--- config.mk ---
export PLATFORM = sky130hd
export DESIGN_NAME = pmr_regs
export DESIGN_NICKNAME = d
export VERILOG_FILES = /design/src/design/pmr_pkg.sv /design/src/design/pmr_sync.sv /design/src/design/pmr_regs.sv
export SDC_FILE = /design/constraint.sdc
export NUM_CORES = 1
export LEC_CHECK = 0
export ABC_AREA = 1
export BUFFER_PORTS_ARGS = -buffer_cell sky130_fd_sc_hd__buf_4
export CORE_UTILIZATION = 65
export CTS_BUF_LIST = sky130_fd_sc_hd__clkbuf_4 sky130_fd_sc_hd__clkbuf_8 sky130_fd_sc_hd__clkbuf_16
export DETAILED_ROUTE_END_ITERATION = 6
export PLACE_DENSITY = 0.85
export SLEW_MARGIN = 15
export SYNTH_ARGS = -nofsm -noshare
export SYNTH_HDL_FRONTEND = slang
export SYNTH_HIERARCHICAL = 1
export SYNTH_SLANG_ARGS = --single-unit
--- constraint.sdc ---
create_clock -name clk_sys_i -period 2.65 [get_ports clk_sys_i]
set_input_delay 0.1325 -clock clk_sys_i [delete_from_list [all_inputs] [get_ports clk_sys_i]]
set_output_delay 0.1325 -clock clk_sys_i [all_outputs]
set_load 0.01 [all_outputs]
--- src/design/pmr_pkg.sv ---
// Package for the misc interrupt and buck one register bank.
// Shared by the bank and its pin synchroniser; no surroundings assumed.
package pmr_pkg;

  // Register byte offsets on the control interface
  localparam logic [7:0] PMR_OFS_STATUS  = 8'h28;
  localparam logic [7:0] PMR_OFS_MASK    = 8'h29;
  localparam logic [7:0] PMR_OFS_SENSE   = 8'h2A;
  localparam logic [7:0] PMR_OFS_COIN    = 8'h30;
  localparam logic [7:0] PMR_OFS_RUN     = 8'h32;
  localparam logic [7:0] PMR_OFS_STBY    = 8'h33;
  localparam logic [7:0] PMR_OFS_SLP     = 8'h34;

  // Event bit positions, shared by status, mask and sense
  localparam int PMR_BIT_WAKE   = 0;
  localparam int PMR_BIT_SLEEP  = 1;
  localparam int PMR_BIT_BUTTON = 2;
  localparam int PMR_BIT_LOW    = 3;
  localparam int PMR_BIT_OVER   = 4;
  localparam int PMR_EVT_W      = 5;

  // Coin-cell control fields
  localparam int PMR_COIN_CODE_LSB = 0;
  localparam int PMR_COIN_CODE_W   = 4;
  localparam int PMR_COIN_EN_BIT   = 4;

  // Buck one voltage code width
  localparam int PMR_BUCK_CODE_W = 6;

  // Reset values
  localparam logic [4:0] PMR_RST_MASK    = 5'h1F;
  localparam logic [4:0] PMR_RST_STATUS  = 5'h00;
  localparam logic [3:0] PMR_RST_COIN    = 4'h0;
  localparam logic       PMR_RST_COIN_EN = 1'b0;

  // Control interface framing
  localparam logic [3:0] PMR_BYTE_BITS   = 4'h8;
  localparam logic [3:0] PMR_LAST_BIT    = 4'h7;

  // Live event levels, one bit per event
  typedef struct packed {
    logic supply_over_level;
    logic supply_low_level;
    logic button_level;
    logic sleep_in_progress;
    logic wake_in_progress;
  } pmr_sense_s;

  // Control interface receiver states
  typedef enum logic [3:0] {
    PMR_ST_IDLE,
    PMR_ST_ADDR,
    PMR_ST_ADDR_ACK,
    PMR_ST_REG,
    PMR_ST_REG_ACK,
    PMR_ST_WDATA,
    PMR_ST_WDATA_ACK,
    PMR_ST_RDATA,
    PMR_ST_RDATA_ACK
  } pmr_state_e;

endpackage : pmr_pkg

--- src/design/pmr_sync.sv ---
// Three-flop synchroniser with agreement filter for pin inputs.
// Assumes asynchronous inputs; output changes once flops two and three agree.
`timescale 1ns/1ns
module pmr_sync
  import pmr_pkg::*;
#(
  parameter int W = 1
) (
  input  wire logic         clk_sys_i,
  input  wire logic         rst_n_i,
  input  wire logic [W-1:0] async_i,
  output logic      [W-1:0] level_o
);

  logic [W-1:0] meta;
  logic [W-1:0] stage2;
  logic [W-1:0] stage3;

  always_ff @(posedge clk_sys_i or negedge rst_n_i) begin
    if (!rst_n_i) begin
      meta   <= '0;
      stage2 <= '0;
      stage3 <= '0;
    end else begin
      meta   <= async_i;
      stage2 <= meta;
      stage3 <= stage2;
    end
  end

  // Take a bit only when the last two stages agree
  always_ff @(posedge clk_sys_i or negedge rst_n_i) begin
    if (!rst_n_i) begin
      level_o <= '0;
    end else begin
      for (int i = 0; i < W; i++) begin
        if (stage2[i] == stage3[i]) begin
          level_o[i] <= stage3[i];
        end
      end
    end
  end

endmodule : pmr_sync

--- src/design/pmr_regs.sv ---
// Misc interrupt and buck one register bank behind a two-wire control port.
// Assumes pins arrive asynchronously; fuse code is stable at reset release.
//
// Behaviour
// - Interrupt output low while any status bit is set and unmasked.
// - Mask bits: wake 0, sleep 1, button 2, low 3, over 4; 7..5 unused.
// - All five mask bits reset to one.
// - Masks are read/write and may also be set by device logic.
// - Sense bits 0 and 1 show transitions in progress; reset to zero.
// - Sense bit 2 follows the power button level.
// - Sense bit 3 is one while supply is below low warning.
// - Sense bit 4 is one while supply is above overvoltage.
// - Coin-cell voltage code bits 3..0 reset to zero.
// - Coin-cell charger enable at bit 4, reset zero.
// - Run code bits 5..0 loaded from fuses, then read/write.
// - Standby code six bits, fuse loaded, defaults to run code.
// - Sleep code six bits, fuse loaded, defaults to run code.
// - Status bits clear on write of one or on read.
`timescale 1ns/1ns
module pmr_regs
  import pmr_pkg::*;
#(
  // Bus address of the bank; value is arbitrary
  parameter logic [6:0] DEV_ADDR = 7'h08
) (
  input  wire logic                       clk_sys_i,
  input  wire logic                       rst_n_i,
  input  wire logic                       scl_i,
  input  wire logic                       sda_i,
  output logic                            sda_o,
  output logic                            sda_oe_o,
  input  wire pmr_sense_s                 sense_i,
  input  wire logic [PMR_EVT_W-1:0]       mask_set_i,
  input  wire logic [PMR_BUCK_CODE_W-1:0] fuse_run_code_i,
  output logic                            irq_out_n_o,
  output logic [PMR_COIN_CODE_W-1:0]      backup_cell_voltage_code_o,
  output logic                            backup_cell_charge_on_o,
  output logic [PMR_BUCK_CODE_W-1:0]      buck_one_run_code_o,
  output logic [PMR_BUCK_CODE_W-1:0]      buck_one_standby_code_o,
  output logic [PMR_BUCK_CODE_W-1:0]      buck_one_sleep_code_o
);

  // Synchronised pin levels
  logic [1:0]                 bus_lvl;
  logic                       scl;
  logic                       sda;
  pmr_sense_s                 sense;
  pmr_sense_s                 sense_q;

  // Register state
  logic [PMR_EVT_W-1:0]       status;
  logic [PMR_EVT_W-1:0]       mask;
  logic [PMR_EVT_W-1:0]       set_evt;
  logic [PMR_EVT_W-1:0]       next_status;
  logic [PMR_COIN_CODE_W-1:0] coin_code;
  logic                       coin_en;
  logic [PMR_BUCK_CODE_W-1:0] run_code;
  logic [PMR_BUCK_CODE_W-1:0] stby_code;
  logic [PMR_BUCK_CODE_W-1:0] slp_code;
  logic                       fuse_pending;
  logic                       irq_n;

  // Control port state
  pmr_state_e                 state;
  logic                       scl_q;
  logic                       sda_q;
  logic                       scl_rise;
  logic                       scl_fall;
  logic                       start_det;
  logic                       stop_det;
  logic [3:0]                 bit_cnt;
  logic [7:0]                 shreg;
  logic [7:0]                 tx;
  logic [7:0]                 reg_ptr;
  logic                       rw;
  logic                       master_nack;
  logic                       sda_drive;
  logic                       wr_en;
  logic [7:0]                 wr_addr;
  logic [7:0]                 wr_data;
  logic                       rd_clr;
  logic [PMR_EVT_W-1:0]       rd_clr_bits;
  logic [7:0]                 rd_data;

  // Pin synchronisers
  pmr_sync #(
    .W (2)
  ) u_sync_bus (
    .clk_sys_i (clk_sys_i),
    .rst_n_i   (rst_n_i),
    .async_i   ({scl_i, sda_i}),
    .level_o   (bus_lvl)
  );

  pmr_sync #(
    .W (PMR_EVT_W)
  ) u_sync_sense (
    .clk_sys_i (clk_sys_i),
    .rst_n_i   (rst_n_i),
    .async_i   (sense_i),
    .level_o   (sense)
  );

  assign scl = bus_lvl[1];
  assign sda = bus_lvl[0];

  // Bus edge and framing detection
  always_ff @(posedge clk_sys_i or negedge rst_n_i) begin
    if (!rst_n_i) begin
      scl_q <= 1'b1;
      sda_q <= 1'b1;
    end else begin
      scl_q <= scl;
      sda_q <= sda;
    end
  end

  assign scl_rise  = scl & ~scl_q;
  assign scl_fall  = ~scl & scl_q;
  assign start_det = scl & scl_q & sda_q & ~sda;
  assign stop_det  = scl & scl_q & ~sda_q & sda;

  // Read data mux
  always_comb begin
    rd_data = 8'h00;
    case (reg_ptr)
      PMR_OFS_STATUS: rd_data = {3'h0, status};
      PMR_OFS_MASK:   rd_data = {3'h0, mask};
      PMR_OFS_SENSE:  rd_data = {3'h0, sense};
      PMR_OFS_COIN:   rd_data = {3'h0, coin_en, coin_code};
      PMR_OFS_RUN:    rd_data = {2'h0, run_code};
      PMR_OFS_STBY:   rd_data = {2'h0, stby_code};
      PMR_OFS_SLP:    rd_data = {2'h0, slp_code};
      default:        rd_data = 8'h00;
    endcase
  end

  // Control port receiver and transmitter
  always_ff @(posedge clk_sys_i or negedge rst_n_i) begin
    if (!rst_n_i) begin
      state       <= PMR_ST_IDLE;
      bit_cnt     <= 4'h0;
      shreg       <= 8'h00;
      tx          <= 8'h00;
      reg_ptr     <= 8'h00;
      rw          <= 1'b0;
      master_nack <= 1'b0;
      sda_drive   <= 1'b0;
      wr_en       <= 1'b0;
      wr_addr     <= 8'h00;
      wr_data     <= 8'h00;
      rd_clr      <= 1'b0;
      rd_clr_bits <= '0;
    end else begin
      wr_en  <= 1'b0;
      rd_clr <= 1'b0;
      if (start_det) begin
        state     <= PMR_ST_ADDR;
        bit_cnt   <= 4'h0;
        sda_drive <= 1'b0;
      end else if (stop_det) begin
        state     <= PMR_ST_IDLE;
        sda_drive <= 1'b0;
      end else if (scl_rise) begin
        case (state)
          PMR_ST_ADDR, PMR_ST_REG, PMR_ST_WDATA: begin
            shreg   <= {shreg[6:0], sda};
            bit_cnt <= bit_cnt + 4'h1;
          end
          PMR_ST_RDATA_ACK: begin
            master_nack <= sda;
          end
          default: begin
          end
        endcase
      end else if (scl_fall) begin
        case (state)
          PMR_ST_ADDR: begin
            if (bit_cnt == PMR_BYTE_BITS) begin
              if (shreg[7:1] == DEV_ADDR) begin
                rw        <= shreg[0];
                sda_drive <= 1'b1;
                state     <= PMR_ST_ADDR_ACK;
              end else begin
                state <= PMR_ST_IDLE;
              end
            end
          end
          PMR_ST_ADDR_ACK: begin
            bit_cnt <= 4'h0;
            if (rw) begin
              tx        <= rd_data;
              sda_drive <= ~rd_data[7];
              reg_ptr   <= reg_ptr + 8'h01;
              state     <= PMR_ST_RDATA;
              if (reg_ptr == PMR_OFS_STATUS) begin
                rd_clr      <= 1'b1;
                rd_clr_bits <= status;
              end
            end else begin
              sda_drive <= 1'b0;
              state     <= PMR_ST_REG;
            end
          end
          PMR_ST_REG: begin
            if (bit_cnt == PMR_BYTE_BITS) begin
              reg_ptr   <= shreg;
              sda_drive <= 1'b1;
              state     <= PMR_ST_REG_ACK;
            end
          end
          PMR_ST_REG_ACK, PMR_ST_WDATA_ACK: begin
            sda_drive <= 1'b0;
            bit_cnt   <= 4'h0;
            state     <= PMR_ST_WDATA;
          end
          PMR_ST_WDATA: begin
            if (bit_cnt == PMR_BYTE_BITS) begin
              wr_en     <= 1'b1;
              wr_addr   <= reg_ptr;
              wr_data   <= shreg;
              reg_ptr   <= reg_ptr + 8'h01;
              sda_drive <= 1'b1;
              state     <= PMR_ST_WDATA_ACK;
            end
          end
          PMR_ST_RDATA: begin
            if (bit_cnt == PMR_LAST_BIT) begin
              sda_drive <= 1'b0;
              state     <= PMR_ST_RDATA_ACK;
            end else begin
              tx        <= {tx[6:0], 1'b0};
              sda_drive <= ~tx[6];
              bit_cnt   <= bit_cnt + 4'h1;
            end
          end
          PMR_ST_RDATA_ACK: begin
            bit_cnt <= 4'h0;
            if (master_nack) begin
              sda_drive <= 1'b0;
              state     <= PMR_ST_IDLE;
            end else begin
              tx        <= rd_data;
              sda_drive <= ~rd_data[7];
              reg_ptr   <= reg_ptr + 8'h01;
              state     <= PMR_ST_RDATA;
              if (reg_ptr == PMR_OFS_STATUS) begin
                rd_clr      <= 1'b1;
                rd_clr_bits <= status;
              end
            end
          end
          default: begin
            state <= PMR_ST_IDLE;
          end
        endcase
      end
    end
  end

  // Open-drain data pin only ever pulls low
  assign sda_o    = 1'b0;
  assign sda_oe_o = sda_drive;

  // Event detection from synchronised levels
  always_ff @(posedge clk_sys_i or negedge rst_n_i) begin
    if (!rst_n_i) begin
      sense_q <= '0;
    end else begin
      sense_q <= sense;
    end
  end

  // Transition done on falling in-progress; button any change
  always_comb begin
    set_evt                 = '0;
    set_evt[PMR_BIT_WAKE]   = sense_q.wake_in_progress &
                              ~sense.wake_in_progress;
    set_evt[PMR_BIT_SLEEP]  = sense_q.sleep_in_progress &
                              ~sense.sleep_in_progress;
    set_evt[PMR_BIT_BUTTON] = sense_q.button_level ^ sense.button_level;
    set_evt[PMR_BIT_LOW]    = ~sense_q.supply_low_level &
                              sense.supply_low_level;
    set_evt[PMR_BIT_OVER]   = ~sense_q.supply_over_level &
                              sense.supply_over_level;
  end

  // Write one or read clears, set wins
  always_comb begin
    next_status = status;
    if (wr_en && (wr_addr == PMR_OFS_STATUS)) begin
      next_status = next_status & ~wr_data[PMR_EVT_W-1:0];
    end
    if (rd_clr) begin
      next_status = next_status & ~rd_clr_bits;
    end
    next_status = next_status | set_evt;
  end

  always_ff @(posedge clk_sys_i or negedge rst_n_i) begin
    if (!rst_n_i) begin
      status <= PMR_RST_STATUS;
    end else begin
      status <= next_status;
    end
  end

  always_ff @(posedge clk_sys_i or negedge rst_n_i) begin
    if (!rst_n_i) begin
      mask <= PMR_RST_MASK;
    end else begin
      if (wr_en && (wr_addr == PMR_OFS_MASK)) begin
        mask <= wr_data[PMR_EVT_W-1:0] | mask_set_i;
      end else begin
        mask <= mask | mask_set_i;
      end
    end
  end

  always_ff @(posedge clk_sys_i or negedge rst_n_i) begin
    if (!rst_n_i) begin
      coin_code <= PMR_RST_COIN;
      coin_en   <= PMR_RST_COIN_EN;
    end else if (wr_en && (wr_addr == PMR_OFS_COIN)) begin
      coin_code <= wr_data[PMR_COIN_CODE_LSB +: PMR_COIN_CODE_W];
      coin_en   <= wr_data[PMR_COIN_EN_BIT];
    end
  end

  // Fuse code taken on the first edge after reset release
  always_ff @(posedge clk_sys_i or negedge rst_n_i) begin
    if (!rst_n_i) begin
      fuse_pending <= 1'b1;
    end else begin
      fuse_pending <= 1'b0;
    end
  end

  always_ff @(posedge clk_sys_i or negedge rst_n_i) begin
    if (!rst_n_i) begin
      run_code <= '0;
    end else if (fuse_pending) begin
      run_code <= fuse_run_code_i;
    end else if (wr_en && (wr_addr == PMR_OFS_RUN)) begin
      run_code <= wr_data[PMR_BUCK_CODE_W-1:0];
    end
  end

  always_ff @(posedge clk_sys_i or negedge rst_n_i) begin
    if (!rst_n_i) begin
      stby_code <= '0;
    end else if (fuse_pending) begin
      stby_code <= fuse_run_code_i;
    end else if (wr_en && (wr_addr == PMR_OFS_STBY)) begin
      stby_code <= wr_data[PMR_BUCK_CODE_W-1:0];
    end
  end

  always_ff @(posedge clk_sys_i or negedge rst_n_i) begin
    if (!rst_n_i) begin
      slp_code <= '0;
    end else if (fuse_pending) begin
      slp_code <= fuse_run_code_i;
    end else if (wr_en && (wr_addr == PMR_OFS_SLP)) begin
      slp_code <= wr_data[PMR_BUCK_CODE_W-1:0];
    end
  end

  always_ff @(posedge clk_sys_i or negedge rst_n_i) begin
    if (!rst_n_i) begin
      irq_n <= 1'b1;
    end else begin
      irq_n <= ~|(status & ~mask);
    end
  end

  assign irq_out_n_o                = irq_n;
  assign backup_cell_voltage_code_o = coin_code;
  assign backup_cell_charge_on_o    = coin_en;
  assign buck_one_run_code_o        = run_code;
  assign buck_one_standby_code_o    = stby_code;
  assign buck_one_sleep_code_o      = slp_code;

endmodule : pmr_regs

# Word-level counts from Yosys, hierarchy flattened

Cells that the tools add are included.

Register bits: 125
Word-level logic and storage cells: 223
Input port bits: 20
Output and inout port bits: 26

$add $sub $neg: 2
Bitwise operators: 34
Reductions and logical operators: 32
Mux-type cells: 67
Eq/ne operators: 46

Operators with widths:

| operator                                                        | number |
|---|---|
| 8-bit by 6-bit == test with 1-bit output, second input constant | 13 |
| 4-bit two-way mux                                               | 14 |
| 6-bit one-hot mux with 7 select lines                           | 1 |
| 6-bit two-way mux                                               | 6 |
| 8-bit two-way mux                                               | 4 |
| 8-bit one-hot mux with 4 select lines                           | 1 |
| 5-bit two-way mux                                               | 6 |
| 4-bit one-hot mux with 7 select lines                           | 1 |
| 4-bit != test, second input constant                            | 6 |
| 1-bit two-way mux                                               | 23 |
| 7-bit two-way mux                                               | 3 |
| 7-bit one-hot mux with 3 select lines                           | 1 |
| 4-bit by 3-bit == test with 1-bit output, second input constant | 5 |
| 6-bit AND reduction                                             | 3 |
| 5-bit AND                                                       | 3 |
| 5-bit NOT                                                       | 3 |
| 5-bit bitwise OR                                                | 3 |
| 7-bit AND reduction                                             | 2 |
| 2-bit != test, second input constant                            | 6 |
| 1-bit NOT                                                       | 12 |
| 1-bit AND                                                       | 11 |
| 5-bit one-hot mux with 2 select lines                           | 1 |
| 9-bit AND reduction                                             | 1 |
| 3-bit nonzero test                                              | 3 |
| other kinds (28)                                                | 49 |

# Longest topological paths before layout

Word-level depth: 8
Gate-level depth with buffers: 11
Mapped depth without buffers: 11

# Modules after synthesis

Netlist, hierarchy kept.

Modules (own cells, without submodules):

| module                  | instances | seq. area each (um2) | cells each | area each (um2) |
|---|---|---|---|---|
| pmr_regs                | 1         | 2438.6               | 695        | 5305.1 |
| pmr_sync (u_sync_sense) | 1         | 500.5                | 40         | 581.8 |
| pmr_sync (u_sync_bus)   | 1         | 200.2                | 16         | 232.7 |

# Worst setup path before layout

No wires, ideal clock.

Path kind: register -> register
Start: register scl_q
End: register tx[2]
Period minus slack after synthesis: 1693 ps
Required time: 2530 ps
Cell stages (with the launch flop): 10
Slack: 957 ps
Data arrival time: 1573 ps
Buffers on the path: 0
Library setup time: 120 ps
Cells stage by stage: dfstp_2 > inv_1 > ha_1 > inv_1 > nand2_1 > nor2_1 > nand2_1 > nand3b_4 > nor2_1 > a21oi_2

Longest elaborated chain between the ends: 5
Elaborated cells on any way between the ends: 12
Those cells by class: bitwise (11); reduce/logical (1)

Ends and longest elaborated chain:

| what                                             | RTL line                         | source |
|---|---|---|
| start, declared                                  | pmr_regs.sv:65                   | `logic scl_q;` |
| start signal, assigned                           | pmr_regs.sv:113                  | `scl_q <= scl;` |
| 1-bit AND                                        | pmr_regs.sv:120, pmr_regs.sv:121 |  |
| 1-bit AND, on equally long branches (2 in a row) | pmr_regs.sv:121, pmr_regs.sv:120 |  |
| 1-bit NOT (no line)                              | n/a                              |  |
| 8-bit AND reduction (no line) (*)                | n/a                              |  |
| end signal, assigned                             | pmr_regs.sv:192                  | `tx <= rd_data;` |
| end signal, assigned                             | pmr_regs.sv:232                  | `tx <= {tx[6:0], 1'b0};` |
| end signal, assigned                             | pmr_regs.sv:243                  | `tx <= rd_data;` |
| end, declared                                    | pmr_regs.sv:73                   | `logic [7:0] tx;` |

Mark *: on every way between the ends. The rest lies on a longest branch, timed or not.
A chain may end at the register's enable or synchronous reset.

# Worst setup path after layout

Start: register reg_ptr[0]
End: register rd_clr_bits[0]

Longest elaborated chain between the ends: 4
Elaborated cells on any way between the ends: 5
Those cells by class: eq/ne (1); mux (4)

Ends and longest elaborated chain:

| what                                         | RTL line                         | source |
|---|---|---|
| start, declared                              | pmr_regs.sv:74                   | `logic [7:0] reg_ptr;` |
| start signal, assigned                       | pmr_regs.sv:194                  | `reg_ptr <= reg_ptr + 8'h01;` |
| start signal, assigned                       | pmr_regs.sv:207                  | `reg_ptr <= shreg;` |
| start signal, assigned                       | pmr_regs.sv:222                  | `reg_ptr <= reg_ptr + 8'h01;` |
| 8-bit by 6-bit == test with 1-bit output (*) | pmr_regs.sv:196, pmr_regs.sv:247 |  |
| 5-bit two-way mux (*)                        | n/a                              |  |
| 5-bit two-way mux, on equally long branches  | n/a                              |  |
| 5-bit one-hot mux with 2 select lines (*)    | n/a                              |  |
| end signal, assigned                         | pmr_regs.sv:198                  | `rd_clr_bits <= status;` |
| end signal, assigned                         | pmr_regs.sv:249                  | `rd_clr_bits <= status;` |
| end, declared                                | pmr_regs.sv:82                   | `logic [PMR_EVT_W-1:0] rd_clr_bits;` |

Mark *: on every way between the ends. The rest lies on a longest branch, timed or not. The select of a mux whose other input is x is not followed.

==> impl_results.md <==
* Die ar. at 9810 µm²
* Area grow syn2layout at 18.8%
* Clk_lat worst skew at 0.53 ns
* Vias in the first global route at 5335
* FP Rows at 35
* Total Wirelength at 15200 µm
* Hold worst-path end: buck_one_sleep_code_o[2]
* Max rail drop VDD at 0.000556 V
* CP arrival at 2.61 ns
* Initial antenna violation count at 0
* Setup_tns at 0 ns
* RR Endpoint: rd_clr_bits[0]
* Minimum clock period at 2.20 ns
* Synthesis-stage register bit count at 125
* Die H at 99.0 µm
* H-tree levels at 4
* Worst Hold Depth at 5
* Initial Util at 0.665
* Layout cells sized above 1 at 0.161
* Sequential fraction of the synthesis area at 0.513
* Slew Viols, Final at 0
* Final setup fails at 0
* Tcrit/Tclk final at 0.832
* DRT Pass-1 Iters at 6
* Filler cells at 624
* Setup crit end kind: register
* Power share of the combinational group at 0.090
* Largest net degree at the start of global routing at 79
* Fin cells at 944
* Via count at 5392
* Power density over the cells at 665 nW/µm²
* Worst Tran Pin Value at 0.680 ns
* DR iter-0 viols at 438
* Global-route wire length before repair at 25300 µm
* GR Overflow Total at 0
* Pleak at 0.00357 µW
* P_sw at 1330 µW
* Fin nets at 850
* HP Start: fuse_run_code_i[2]
* Clock skew at 0.00673 ns
* Sinks on Clock Net at 125
* Clock transition at path regs at 0.07 ns
* Buffers on Ports at 44
* GRT Util Overall at 0.339
* Required time of the worst setup path at 3.06 ns
* Avg Inst Size Synth at 8.15 µm²
* Flop pwr share at 0.439
* Final worst setup slack at 0.446 ns
* Post-place setup slack at 0.580 ns
* Crit start category: register
* YS warnings at 6
* Rel. slew slack at 0.545
* Post-synthesis cell count at 751
* Status: complete, no violations
* Vias per inst at 5.71
* Final Wtd Congestion at 0.980
* Avg WL per Cell at 16.1 µm
* Cell count of the worst reg-to-reg path at 7
* DRC violation count after routing at 0
* Area of the multi-input gates at 2570 µm²
* Maxcap violations at 0
* RR Startpoint: reg_ptr[0]
* Reg-to-reg setup timing slack at 0.45 ns
* Post-cts resize count at 0
* Area of the core at 9200 µm²
* # IOs at 46
* Library cells used by synthesis at 39
* Sw Ratio at 0.275
* Dpl hpwl at 10300 µm
* Setup Crit Path Kind: reg -> reg
* Clk root buf: clkbuf_8
* Critical path peak fanout at 10
* Synth Cell Area at 6120 µm²
* Fmax at 454 MHz
* Clk network pwr share at 0.470
* Hold Crit Class: in -> reg
* Final ANT Viol Nets at 0
* Cell count after placement at 898
* Die width at 99.0 µm
* CTS buffer count at 17
* Max Root-Sink Buffers at 2
* ANT cells at 0
* CTS tree: built
* Commonest non-fill, non-tap cell in the layout: nand2_1
* Internal power at 3500 µW
* Most frequent cells in the layout: 206 x nand2_1, 116 x dfrtp_1, 82 x inv_1
* Sequential Area at 3140 µm²
* RSZ-0062 raised after global routing: false
* Final Hold Fails at 0
-- synthesized netlist by cell type (all sizes together) --
| cell | n | share of area |
|---|---|---|
| nand2 | 221 | 0.14 |
| dfrtp | 116 | 0.47 |
| inv | 88 | 0.054 |
| nor2 | 83 | 0.059 |
| nand3 | 75 | 0.068 |
| o21ai | 73 | 0.063 |
| a21oi | 23 | 0.021 |
| nand4 | 13 | 0.014 |
| ha | 10 | 0.020 |
| nor3 | 10 | 0.0082 |
| dfstp | 9 | 0.039 |
| buf | 7 | 0.010 |
| clkbuf | 4 | 0.0025 |
| o22ai | 3 | 0.0031 |
| xor2 | 3 | 0.0043 |
| a21boi | 2 | 0.0025 |
| a31oi | 2 | 0.0020 |
| clkinv | 2 | 0.0012 |
| nand3b | 2 | 0.0045 |
| xnor2 | 2 | 0.0029 |
| conb | 1 | 0.00061 |
| nor4 | 1 | 0.0010 |
| o211ai | 1 | 0.0012 |
-- layer usage --
| metal | global-route usage | routed length, µm | vias up |
|---|---|---|---|
| li1 | - | - | 2545 |
| met4 | 0.193 | 719 | 0 |
| met3 | 0.0922 | 1060 | 65 |
| met1 | 0.403 | 6120 | 2513 |
| met2 | 0.559 | 7350 | 269 |
| met5 | 0 | 0 | - |
-- area by class of cell --
class                      count  area share
multi-input combinational    526       0.353
sequential                   125       0.432
clock buffer                  17      0.0570
inverter                      90      0.0468
timing repair buffer          60      0.0685
tap                          111      0.0191
clock inverter                15      0.0237
-- worst max-delay path, cell delays in order (launching register included) --
cell	delay, ns
dfrtp_1	0.42
inv_1	0.21
ha_1	0.23
nand3_1	0.17
nor2_1	0.38
nand3_1	0.24
nor2_4	0.31
o21ai_0	0.12
-- worst max path at each step --
stage | startpoint | to | depth (start not counted)
final | reg_ptr[0] | rd_clr_bits[0] | 7
after global routing | reg_ptr[0] | rd_clr_bits[4] | 8
after CTS | reg_ptr[0] | rd_clr_bits[2] | 8
after detailed placement | reg_ptr[0] | rd_clr_bits[2] | 8
after global placement | reg_ptr[0] | rd_clr_bits[2] | 7
after floorplan | scl_q | tx[2] | 9
-- per-stage QoR --
stage / hold WS (ns) / util / instance area, µm² / total power [µW]
2_1_floorplan: -0.163 / - / 6120 / 2380
3_3_place_gp: 0.167 / 0.712 / 6540 / 2550
3_5_place_dp: 0.182 / 0.712 / 6540 / 2570
4_1_cts: 0.0576 / 0.791 / 7270 / 4860
5_1_grt: 0.0634 / 0.791 / 7270 / 5020
6_report: 0.0852 / 0.791 / 7270 / 4830
-- kinds of logic (layout without fill, tap and decap cells) --
family	count (synthesis)	after routing	share of synthesized area
adders and majority gates	10	10	0.0204
other	1	2	0.000613
and+or+nand+nor	405	405	0.298
xor gates and xnor gates	5	5	0.00716
AOI/OAI and AO/OA	104	104	0.0928
buffers and inverters	101	182	0.0681
DFF	125	125	0.513
-- power groups by stage --
stage	clock [µW]	combinational (µW)	sequential (µW)
6_report	2270	437	2120
5_1_grt	2380	496	2140
4_1_cts	2290	441	2120
3_5_place_dp	0	421	2150
3_3_place_gp	0	399	2150
2_1_floorplan	0	240	2140
-- registers in the layout, indices dropped and copies added (netlist names), 6 cells and up --
signal                   cells
buck_one_run_code_o          6
reg_ptr                      8
wr_addr                      8
shreg                        8
buck_one_sleep_code_o        6
buck_one_standby_code_o      6
wr_data                      6
tx                           7
-- what timing repair did --
item / CTS / global route
buffers inserted: 0 / 0
endpoints found under the hold margin: 62 / 0
hold buffers: 14 / 0
(Power assumes the default switching activity.)
